==> src/core_decode_defs.svh <==
/*
 * Constants for the instruction decode and timing block: phase count,
 * field positions, opcode patterns and reset values.
 * Assumes inclusion by bare name, with no other definitions depending on it.
 */
`ifndef CORE_DECODE_DEFS_SVH
`define CORE_DECODE_DEFS_SVH

// ============================================================
// Timing
`define PHASES_PER_CYCLE 3'h4
`define PHASE_LAST       2'h3

// ============================================================
// Field positions
`define F_ADDR_HI        6
`define D_BIT_POS        7
`define B_NUM_LO         7
`define B_NUM_HI         9
`define FILE_ADDR_MAX    7'h7f

// ============================================================
// Reset values
`define WREG_RESET       8'h00
`define IWORD_RESET      14'h0000
`define NOP_WORD         14'h0000

// ============================================================
// Opcode patterns
`define OP_OR_PAT         6'h04
`define OP_SHL_PAT        6'h35
`define OP_SHR_PAT        6'h36
`define OP_DEC_SKIP_PAT   6'h0b
`define OP_INC_SKIP_PAT   6'h0f
`define OP_BITSKIP_CLR    4'h6
`define OP_BITSKIP_SET    4'h7
`define OP_CALL_TOP       3'h4
`define OP_JUMP_TOP       3'h5
`define OP_REL_JUMP_TOP   5'h19
`define OP_RETURN_WORD    14'h0008
`define OP_INT_EXIT_WORD  14'h0009
`define OP_CALC_CALL_WORD 14'h000a
`define OP_OFS_JUMP_WORD  14'h000b
`define OP_LIT_EXIT_TOP   6'h34

`endif

==> src/core_decode_pkg.sv <==
/*
 * Types for the instruction decode and timing block.
 * Encodings are given here directly; nothing is taken from core_decode_defs.svh.
 */
package core_decode_pkg;

    // ============================================================
    // Format groups
    typedef enum logic [1:0] {
        fmt_byte    = 2'h0,
        fmt_bit     = 2'h1,
        fmt_literal = 2'h2
    } fmt_t;

    // ============================================================
    // Sequencer states
    typedef enum logic [2:0] {
        st_fetch = 3'h1,
        st_exec  = 3'h2,
        st_extra = 3'h4
    } seq_t;

endpackage

==> src/core_instruction_timing_decode.sv <==
/*
 * Instruction decode and execution timing for an 8-bit core.
 * Holds the phase counter, cycle count per instruction, the file operand
 * read-modify-write handshake and the OR / left shift ALU paths.
 * Assumes program memory presents a word in the cycle that fetch_req is seen,
 * and the file register array answers a read combinationally.
 */
`timescale 1ns/10ps
`include "core_decode_defs.svh"

module core_instruction_timing_decode (
    // Clock and reset
    input  wire logic        mclk,
    input  wire logic        rst,
    // Program memory
    input  wire logic [13:0] prog_word,
    output logic             fetch_req,
    // File register array
    output logic [6:0]       file_addr,
    output logic             file_rd,
    input  wire logic [7:0]  file_rdata,
    output logic             file_wr,
    output logic [7:0]       file_wdata,
    // Indirect access status
    input  wire logic        indirect_sel,
    input  wire logic        ptr_in_prog,
    // Status and decode view
    input  wire logic        carry_in,
    output logic             zero_flag,
    output logic             carry_flag,
    output logic             status_wr,
    output logic [7:0]       wreg,
    output logic [1:0]       fmt,
    output logic [2:0]       bit_num,
    output logic             illegal,
    output logic             cycle_start
);

    typedef struct packed {
        logic [1:0]             phase;
        core_decode_pkg::seq_t  seq;
        logic [1:0]             cycles_left;
        logic [13:0]            iword;
        logic [7:0]             wreg;
        logic                   zero;
        logic                   carry;
        logic                   status_wr;
        logic                   file_wr;
        logic [7:0]             file_wdata;
        logic [1:0]             fmt;
        logic                   illegal;
        logic [2:0]             bit_num;
    } state_t;

    state_t cur;
    state_t next_cur;

    // ============================================================
    // Decode of the held word
    logic       is_or;
    logic       is_lsl;
    logic       is_two;
    logic       is_legal;
    logic       byte_op;
    logic       file_target;
    logic       ind_extra;
    logic [1:0] base_cycles;
    logic [7:0] alu_res;
    logic       alu_c;
    logic       writes_status;

    always_comb begin
        is_or  = (cur.iword[13:8] == `OP_OR_PAT);
        is_lsl = (cur.iword[13:8] == `OP_SHL_PAT);
        // Subroutine entries, exits, jumps and skips
        is_two = (cur.iword[13:11] == `OP_CALL_TOP)
            || (cur.iword[13:11] == `OP_JUMP_TOP)
            || (cur.iword == `OP_RETURN_WORD)
            || (cur.iword == `OP_INT_EXIT_WORD)
            || (cur.iword == `OP_CALC_CALL_WORD)
            || (cur.iword == `OP_OFS_JUMP_WORD)
            || (cur.iword[13:8] == `OP_LIT_EXIT_TOP)
            || (cur.iword[13:9] == `OP_REL_JUMP_TOP)
            || (cur.iword[13:10] == `OP_BITSKIP_CLR)
            || (cur.iword[13:10] == `OP_BITSKIP_SET)
            || (cur.iword[13:8] == `OP_DEC_SKIP_PAT)
            || (cur.iword[13:8] == `OP_INC_SKIP_PAT);
        // Top bits are compared, plus bits 6:4 when bits 13:7 are all clear
        is_legal = (cur.iword[13:12] != 2'h3)
            || (cur.iword[13:9] != 5'h1f)
            || (cur.iword[13:8] <= `OP_SHR_PAT);
        is_legal = is_legal && !((cur.iword[13:12] == 2'h0)
            && (cur.iword[11:7] == 5'h00) && (cur.iword[6:4] == 3'h5));
        // Control words share top bits with byte ops but name no file
        byte_op = ((cur.iword[13:12] == 2'h0) && (cur.iword[11:7] != 5'h00))
            || is_lsl || (cur.iword[13:8] == `OP_SHR_PAT);
        // Bit ops touch a file register too, skips included
        file_target = byte_op || (cur.iword[13:12] == 2'h1);
        ind_extra = file_target && indirect_sel && ptr_in_prog;
        base_cycles = 2'h1;
        if (is_two) begin
            base_cycles = 2'h2;
        end
        // Left shift with zero fill and bit 7 into carry, or inclusive OR
        alu_c = cur.carry;
        writes_status = 1'b0;
        alu_res = file_rdata;
        if (is_or) begin
            alu_res = cur.wreg | file_rdata;
            writes_status = 1'b1;
        end else if (is_lsl) begin
            alu_res = {file_rdata[6:0], 1'b0};
            alu_c = file_rdata[7];
            writes_status = 1'b1;
        end
    end

    // ============================================================
    // Sequencer
    always_comb begin
        next_cur = cur;
        next_cur.file_wr = 1'b0;
        next_cur.status_wr = 1'b0;
        next_cur.phase = cur.phase + 2'h1;
        if (cur.phase == `PHASE_LAST) begin
            unique case (cur.seq)
                core_decode_pkg::st_fetch: begin
                    next_cur.iword = prog_word;
                    next_cur.seq = core_decode_pkg::st_exec;
                end
                core_decode_pkg::st_exec, core_decode_pkg::st_extra: begin
                    if (cur.cycles_left > 2'h1) begin
                        next_cur.cycles_left = cur.cycles_left - 2'h1;
                        next_cur.seq = core_decode_pkg::st_extra;
                    end else begin
                        next_cur.iword = prog_word;
                        next_cur.seq = core_decode_pkg::st_exec;
                    end
                end
            endcase
        end
        // Capture decode when a new word becomes current
        if (cur.phase == 2'h0 && cur.seq == core_decode_pkg::st_exec) begin
            next_cur.cycles_left = base_cycles;
            if (ind_extra) begin
                next_cur.cycles_left = base_cycles + 2'h1;
            end
            next_cur.illegal = !is_legal;
            next_cur.bit_num = cur.iword[`B_NUM_HI:`B_NUM_LO];
            if (cur.iword[13:12] == 2'h1) begin
                next_cur.fmt = core_decode_pkg::fmt_bit;
            end else if (byte_op) begin
                next_cur.fmt = core_decode_pkg::fmt_byte;
            end else begin
                next_cur.fmt = core_decode_pkg::fmt_literal;
            end
        end
        // Read in phase 1, write result in phase 2
        if (cur.phase == 2'h1 && cur.seq == core_decode_pkg::st_exec
            && (is_or || is_lsl)) begin
            if (cur.iword[`D_BIT_POS]) begin
                next_cur.file_wr = 1'b1;
                next_cur.file_wdata = alu_res;
            end else begin
                next_cur.wreg = alu_res;
            end
            next_cur.zero = (alu_res == 8'h00);
            next_cur.status_wr = writes_status;
            if (is_lsl) begin
                next_cur.carry = alu_c;
            end else begin
                next_cur.carry = carry_in;
            end
        end
    end

    always_ff @(posedge mclk or posedge rst) begin
        if (rst) begin
            cur <= '{phase: 2'h0, seq: core_decode_pkg::st_fetch, cycles_left: 2'h1,
                     iword: `IWORD_RESET, wreg: `WREG_RESET, zero: 1'b0, carry: 1'b0,
                     status_wr: 1'b0, file_wr: 1'b0, file_wdata: 8'h00, fmt: 2'h0,
                     illegal: 1'b0, bit_num: 3'h0};
        end else begin
            cur <= next_cur;
        end
    end

    // ============================================================
    // Outputs
    logic fetching;

    always_comb begin
        fetching = (cur.phase == `PHASE_LAST)
            && ((cur.seq == core_decode_pkg::st_fetch) || (cur.cycles_left <= 2'h1));
    end

    assign fetch_req   = fetching;
    assign file_addr   = cur.iword[`F_ADDR_HI:0];
    // Read also happens when the result only goes to the file
    assign file_rd     = (cur.phase == 2'h1) && (cur.seq == core_decode_pkg::st_exec)
                         && (is_or || is_lsl);
    assign file_wr     = cur.file_wr;
    assign file_wdata  = cur.file_wdata;
    assign zero_flag   = cur.zero;
    assign carry_flag  = cur.carry;
    assign status_wr   = cur.status_wr;
    assign wreg        = cur.wreg;
    assign fmt         = cur.fmt;
    assign bit_num     = cur.bit_num;
    assign illegal     = cur.illegal;
    assign cycle_start = (cur.phase == 2'h0);
endmodule

==> config.mk <==
export PLATFORM = sky130hd
export DESIGN_NAME = core_instruction_timing_decode
export DESIGN_NICKNAME = d
export VERILOG_FILES = /design/src/core_decode_pkg.sv /design/src/core_instruction_timing_decode.sv
export VERILOG_INCLUDE_DIRS = /design/src
export SDC_FILE = /design/constraint.sdc
export NUM_CORES = 1
export LEC_CHECK = 0
export BUFFER_PORTS_ARGS = -buffer_cell sky130_fd_sc_hd__clkbuf_2
export CORE_UTILIZATION = 45
export DETAILED_ROUTE_END_ITERATION = 6
export GPL_TIMING_DRIVEN = 1
export HOLD_SLACK_MARGIN = 0.02
export PLACE_DENSITY = 0.76
export SLEW_MARGIN = 20
export SYNTH_ARGS = -nofsm -noshare
export SYNTH_HDL_FRONTEND = slang
export SYNTH_SLANG_ARGS = --single-unit
==> constraint.sdc <==
create_clock -name mclk -period 2.2 [get_ports mclk]
set_input_delay 0.44 -clock mclk [delete_from_list [all_inputs] [get_ports mclk]]
set_output_delay 0.44 -clock mclk [all_outputs]
set_load 0.03 [all_outputs]
==> results by group, run 1 <==
GRT
  • GRT Total Usage: 0.179
  • Largest net degree at the start of global routing: 26
  • Grt ovf: 0
  • Initial antenna violation count: 0
  • Vias in the first global route: 1,657
  • First-pass GRT wire length: 7610 um

Setup path
  • Crit Reg-Reg Startpoint: cur[37]
  • Cell at the slowest stage of the critical path: or4_4
  • Crit-path max FO: 3
  • Critical path endpoint category: primary output
  • Cell depth of the worst flop-to-flop path: 7
  • CP Data Arrival Time: 1800 ps
  • Worst EP required: 1760 ps
  • CP peak stage delay: 580 ps
  • Critical R2R Capture: wreg[4]
  • CP Class: reg2out
  • CP cell instances: or4_4 > nor3_4 > o211a_4 > buf_4
  • FF-to-FF setup slack: 20 ps
  • Critical Path Start Type: flop

STA
  • Final Hold Fails: 0
  • Final Cycle Share: 1.02
  • Min Clock Period, post-route: 2240 ps
  • Worst-margin pin slew: 532 ps
  • Final WS setup: -42.8 ps
  • Clock skew: 10.7 ps
  • Final Setup Violations: 1
  • RSZ-0062 raised after global routing: true
  • Worst rel slew slack: 0.645
  • Fmax: 0.446 GHz
  • Setup_tns: -42.8 ps
  • Max-slew violations: 0

CTS
  • Root Buffer: clkbuf_8
  • Cts hold-fix bufs: 0
  • Clk Latency, worst-skew pair: 300 ps
  • Clock Tree Buf Depth: 2
  • Cts bufs inserted: 5
  • Clk sinks: 47
  • CTS tree: built
  • CTS HTree Levels: 2
  • Reg clk slew, reported paths: 90 ps

Layout
  • Antenna Cells: 0
  • Nets@finish: 294
  • Share of cells above drive strength 1: 0.525
  • Core Util, Final: 0.559
  • Synthesis-to-finish area growth: 18.0%

Synthesis
  • Synth area leaders: dfrtp_1 46%, mux2_2 15%, buf_4 8.9%
  • Cell Area, Synth: 2450 um2
  • Syn_area_per_cell: 11.7 um2
  • Count leader, synth: dfrtp_1
  • Syn Inst Count: 209
  • Yosys top cell area share: 0.459
  • Post-synth cell types: 44
  • Syn_nets: 241
  • Post-synth EDFFs: 0
  • Ys Warns: 0
  • Synth top cells by count: 45 x dfrtp_1, 33 x mux2_2, 29 x buf_4
  • Synth async-reset ratio: 1.00
  • Register bit total from synthesis: 47
  • Ys flop type: dfrtp_1
  • Seq/Total Area, Yosys: 0.481
  • Leading area contributor after synthesis: dfrtp_1

Pwr
  • Lkg Pwr: 1.44 nW
  • Power Dens Cells: 1220 nW/um2
  • Peak supply drop: 890 uV
  • Design Power: 3.53 mW

Floorplanning
  • IO Pins: 63
  • Starting Density: 0.474
  • Die ar.: 5750 um2
  • Die height: 75.8 um
  • # rows: 26
  • Die Span X: 75.8 um
  • Area of the core: 5170 um2

Place
  • Gp weighted congestion: 0.843
  • Post-DP HPWL: 3610 um
  • Port buffer count: 62

Outcome
  • Status: finished, violations left
  • Failing checks: negative setup slack

Drt
  • Vias: 1,705
  • Vias per cell: 5.12
  • Drt pass-1 iters: 4
  • Total Wirelength: 4960 um
  • Final ANT Viol Nets: 0
  • Final routed DRC violation total: 0
  • Wirelength per Cell: 14.9 um
  • DR iter-0 viols: 62

Hold path
  • Min-delay worst type: in2async

Flow run
  • Max cap viols: 0
[per-layer routing]
| layer | GRT usage | wire length (um) |
|---|---|---|
| met4 | 0.0658 | 68 |
| met1 | 0.229 | 2230 |
| met2 | 0.288 | 2400 |
| met3 | 0.0516 | 262 |
| met5 | 0 | 0 |
[critical path: cells and delay by family (launching register included)]
| kind | cells | cell delay (ps) |
|---|---|---|
| AND/OR/NAND/NOR | 2 | 750 |
| flip-flops | 1 | 410 |
| buffers and inverters | 1 | 150 |
| AO/OA/AOI/OAI | 1 | 200 |
[layout by cell type (no fill, tap or decap), types with 3 or more instances in the layout]
cell type  synthesis  layout
clkbuf_2           0      61
dfrtp_1           45      43
mux2_2            33      25
buf_4             29      18
nand2_1           11      11
inv_1             12      11
mux2_4             0       8
nor3_1             8       7
o21ai_0            5       5
nor2_1             5       5
ha_1               5       5
clkbuf_8           0       5
a21oi_1            4       4
nand2b_1           3       3
a221o_2            3       3
mux2i_1            3       3
clkbuf_1           2       3
[stage by stage]
step | area [um2] | setup WS, ps | instances | hold slack, ps
6_report | 2890 | -42.8 | 333 | 157
5_1_grt | 2890 | -95.3 | 333 | 202
4_1_cts | 2830 | -69.4 | 332 | 169
3_5_place_dp | 2720 | -11.2 | 322 | 476
3_3_place_gp | 2720 | 67.0 | 322 | 464
2_1_floorplan | 2470 | -98.0 | 209 | 448
[report_power, final]
| part | leakage, nW | switching (mW) | internal (mW) |
|---|---|---|---|
| logic | 0.828 | 0.915 | 0.678 |
| clock network | 0.0395 | 0.270 | 0.226 |
| registers | 0.573 | 0.261 | 1.18 |
[worst max-delay path by stage]
stage                      to  slack, ps    start
global placement    zero_flag         70  cur[38]
detailed placement    cur[40]        -10  cur[37]
floorplan             wreg[0]       -100  cur[34]
finish                file_rd        -40  cur[37]
global route          file_rd       -100  cur[37]
CTS                   file_rd        -70  cur[37]
[layout make-up]
type | instances | area (um2)
flip-flops and latches | 47 | 1180
clock buffers | 8 | 80.1
fillers | 456 | 2280
well taps | 70 | 87.6
inverters | 12 | 45.0
multi-input cells | 116 | 1040
repair buffers | 80 | 455
[sequential cells by signal (all words and copies together), names as in the netlist, 2 cells and up]
| signal | cells |
|---|---|
| file_wdata | 8 |
| bit_num | 3 |
| wreg | 8 |
| fmt | 2 |
| file_addr | 7 |
| cur | 14 |
[cell families after synthesis]
group	share of synthesized area
flops	0.481
buf+inv	0.119
simple gates	0.120
mux	0.164
compound gates	0.0796
fa+ha+maj	0.0255
xor+xnor	0.0107
[repair_timing]
| item | in CTS | in global routing |
|---|---|---|
| pin swaps | 1 | 2 |
| resized for setup | 3 | 17 |
| setup endpoints to repair | 2 | 20 |
| setup buffers | 2 | 1 |
No activity file was read; power rests on OpenSTA's default activity.
==> inputs of run 2 (changes only) <==
--- a/config.mk
+++ b/config.mk
@@ -7,6 +7,7 @@
 export NUM_CORES = 1
 export LEC_CHECK = 0
 export BUFFER_PORTS_ARGS = -buffer_cell sky130_fd_sc_hd__clkbuf_2
+export CORE_ASPECT_RATIO = 1.75
 export CORE_UTILIZATION = 45
 export DETAILED_ROUTE_END_ITERATION = 6
 export GPL_TIMING_DRIVEN = 1
==> run 2 against run 1 <==
The flow finishes with violations (design-rule violations, negative setup slack). Highest routed layer unchanged. Clock-buffer cell count is 2 lower. Register-to-register slack worse by 20 ps. Core utilization down 1.2 points. Largest cell class unchanged. Die area rose by 0.20%. Critical endpoint unchanged.
==> results by group, run 2 (synthesis results as in run 1) <==
Layout
  • Layout Cells excl Fill: 317 (-4.8%)
  • Leading cell types in the layout, fill and taps excluded: 61 x clkbuf_2, 43 x dfrtp_1, 33 x mux2_2, 16 x buf_4
  • Most common cell after layout, fill and taps aside: clkbuf_2
  • Fillers: 493 (+8.1%)
  • Nets@finish: 293 (-0.34%)
  • Most flops, register: cur
  • Synthesis-to-finish area growth: 17.3%
  • Share of cells above drive strength 1: 0.531 (+0.00582)
  • Final instance area: 2870 um2 (-0.65%)
  • Antenna Cells: 0 (unchanged)
  • Max reg flops: 14 (unchanged)

GRT
  • GR Layer Usage met3: 0.0364 (-0.0152)
  • Met1 GRT Util: 0.180 (-0.0492)
  • First-pass GRT wire length: 7940 um (+4.3%)
  • Met2 Usage GRT: 0.352 (+0.0643)
  • Initial antenna violation count: 0 (unchanged)
  • Vias in the first global route: 1,770 (+6.8%)
  • Largest net degree at the start of global routing: 48 (+85%)
  • GRT Total Usage: 0.180 (+0.00173)
  • Busiest grt layer: met2
  • Grt ovf: 0 (unchanged)

Drt
  • Drt pass-1 iters: 7 (+3)
  • Vias: 1,685 (-1.2%)
  • Final ANT Viol Nets: 0 (unchanged)
  • DR iter-0 viols: 35 (-44%)
  • Vias per cell: 5.32 (+3.8%)
  • Total Wirelength: 4850 um (-2.2%)
  • Final routed DRC violation total: 3 (+3)
  • Wirelength per Cell: 15.3 um (+2.8%)

STA
  • Worst-margin pin slew: 467 ps (-65.7 ps)
  • Max-slew violations: 0 (unchanged)
  • Final Setup Violations: 5 (+4)
  • Final Hold Fails: 0 (unchanged)
  • Final WS setup: -11.2 ps (+31.5 ps)
  • Worst rel slew slack: 0.688 (+0.0435)
  • Fmax: 0.452 GHz (+1.4%)
  • Min Clock Period, post-route: 2210 ps (-31.5 ps)
  • Clock skew: 4.85 ps (-5.82 ps)
  • Final hold slack: 141 ps (-16.5 ps)
  • Final Cycle Share: 1.01 (-0.0143)
  • RSZ-0062 raised after global routing: true

Place
  • Post-DP HPWL: 3660 um (+1.4%)
  • Gp weighted congestion: 0.773 (-8.4%)
  • DP Cell Count: 303 (-5.9%)
  • Post-placement setup slack: -77.6 ps (-66.4 ps)
  • Placed inst area: 2690 um2 (-1.3%)
  • Port buffer count: 62 (unchanged)

Setup path
  • Critical path endpoint category: primary output
  • CP Data Arrival Time: 1770 ps (-30 ps)
  • Cell at the slowest stage of the critical path: or4_4
  • CP cell instances: or4_4 > nor3_4 > o211a_4 > buf_8
  • Crit-path max FO: 3 (unchanged)
  • FF-to-FF setup slack: 0 ps (-20 ps)
  • CP Class: reg2out
  • Critical Path Start Type: flop
  • Worst EP required: 1760 ps (about the same)
  • CP peak stage delay: 580 ps (about the same)
  • Cell depth of the worst flop-to-flop path: 7 (unchanged)

Floorplanning
  • # rows: 35 (+35%)
  • Starting Density: 0.466 (-0.00745)
  • Die height: 99.6 um (+31%)
  • Die ar.: 5760 um2 (+0.20%)
  • Area of the core: 5260 um2 (+1.6%)
  • Die Span X: 57.8 um (-24%)
  • IO Pins: 63 (unchanged)

CTS
  • Clock Tree Buf Depth: 2 (unchanged)
  • Clk sinks: 47 (unchanged)
  • Clk Latency, worst-skew pair: 300 ps (about the same)
  • Cts hold-fix bufs: 0 (unchanged)
  • Reg clk slew, reported paths: 90 ps (about the same)
  • Cts bufs inserted: 5 (unchanged)
  • CTS HTree Levels: 2 (unchanged)
  • Root Buffer: clkbuf_8
  • CTS tree: built

Pwr
  • Power Dens Cells: 1270 nW/um2 (+3.7%)
  • Lkg Pwr: 1.45 nW (+0.32%)
  • Peak supply drop: 876 uV (-1.6%)

Outcome
  • Status: finished, violations left
  • Failing checks: design-rule violations, negative setup slack

Hold path
  • Min-delay worst type: in2async

Flow run
  • Max cap viols: 0 (unchanged)
==> run 2: area by class of cell <==
cell class / instances / area (um2) / area share
clock inverter: 2 / 35.0 / 0.0122
timing repair buffer: 79 / 460 / 0.160
sequential: 47 / 1180 / 0.411
inverter: 12 / 45.0 / 0.0157
multi-input combinational: 116 / 1000 / 0.348
clock buffer: 6 / 82.6 / 0.0287
tap: 55 / 68.8 / 0.0239
==> run 2: per-stage QoR <==
stage / utilization / setup TNS [ps] / power, mW
6_report: 0.547 / -20.7 / 3.64
5_1_grt: 0.547 / -1390 / 3.85
4_1_cts: 0.542 / -54.2 / 3.63
3_5_place_dp: 0.511 / -84.4 / 2.95
3_3_place_gp: 0.511 / -13.7 / 2.91
2_1_floorplan: - / -784 / 2.77
==> run 2: critical path: cells and delay by family, from the launching register on <==
kind,cells,cell delay (ps)
AOI/OAI and AO/OA,1,200
buffers and inverters,1,120
and+or+nand+nor,2,740
DFF,1,410
==> run 2: per-layer routing <==
layer / vias up / share of wire
met5: - / 0
li1: 801 / -
met2: 50 / 0.58
met4: 0 / 0.021
met3: 8 / 0.040
met1: 826 / 0.35
==> run 2: where the power goes <==
group          internal [mW]  switching [mW]
Sequential              1.18           0.269
Clock                  0.368           0.284
Combinational          0.646           0.890
Total                   2.19            1.44
==> run 2: final timing paths <==
kind | start | endpoint
worst max-delay path | cur[37] | file_rd
worst min-delay path | rst | status_wr
worst max register to register | cur[37] | wreg[5]
worst min register to register | cur[45] | cur[45]
max in group asynchronous | rst | cur[40]
min in group mclk | prog_word[3] | file_addr[3]
==> run 2: repair_timing <==
item | CTS | global route
endpoints found under the setup margin | 3 | 20
resized for setup | 4 | 4
buffers inserted | 4 | 2
pin swaps | 1 | 3
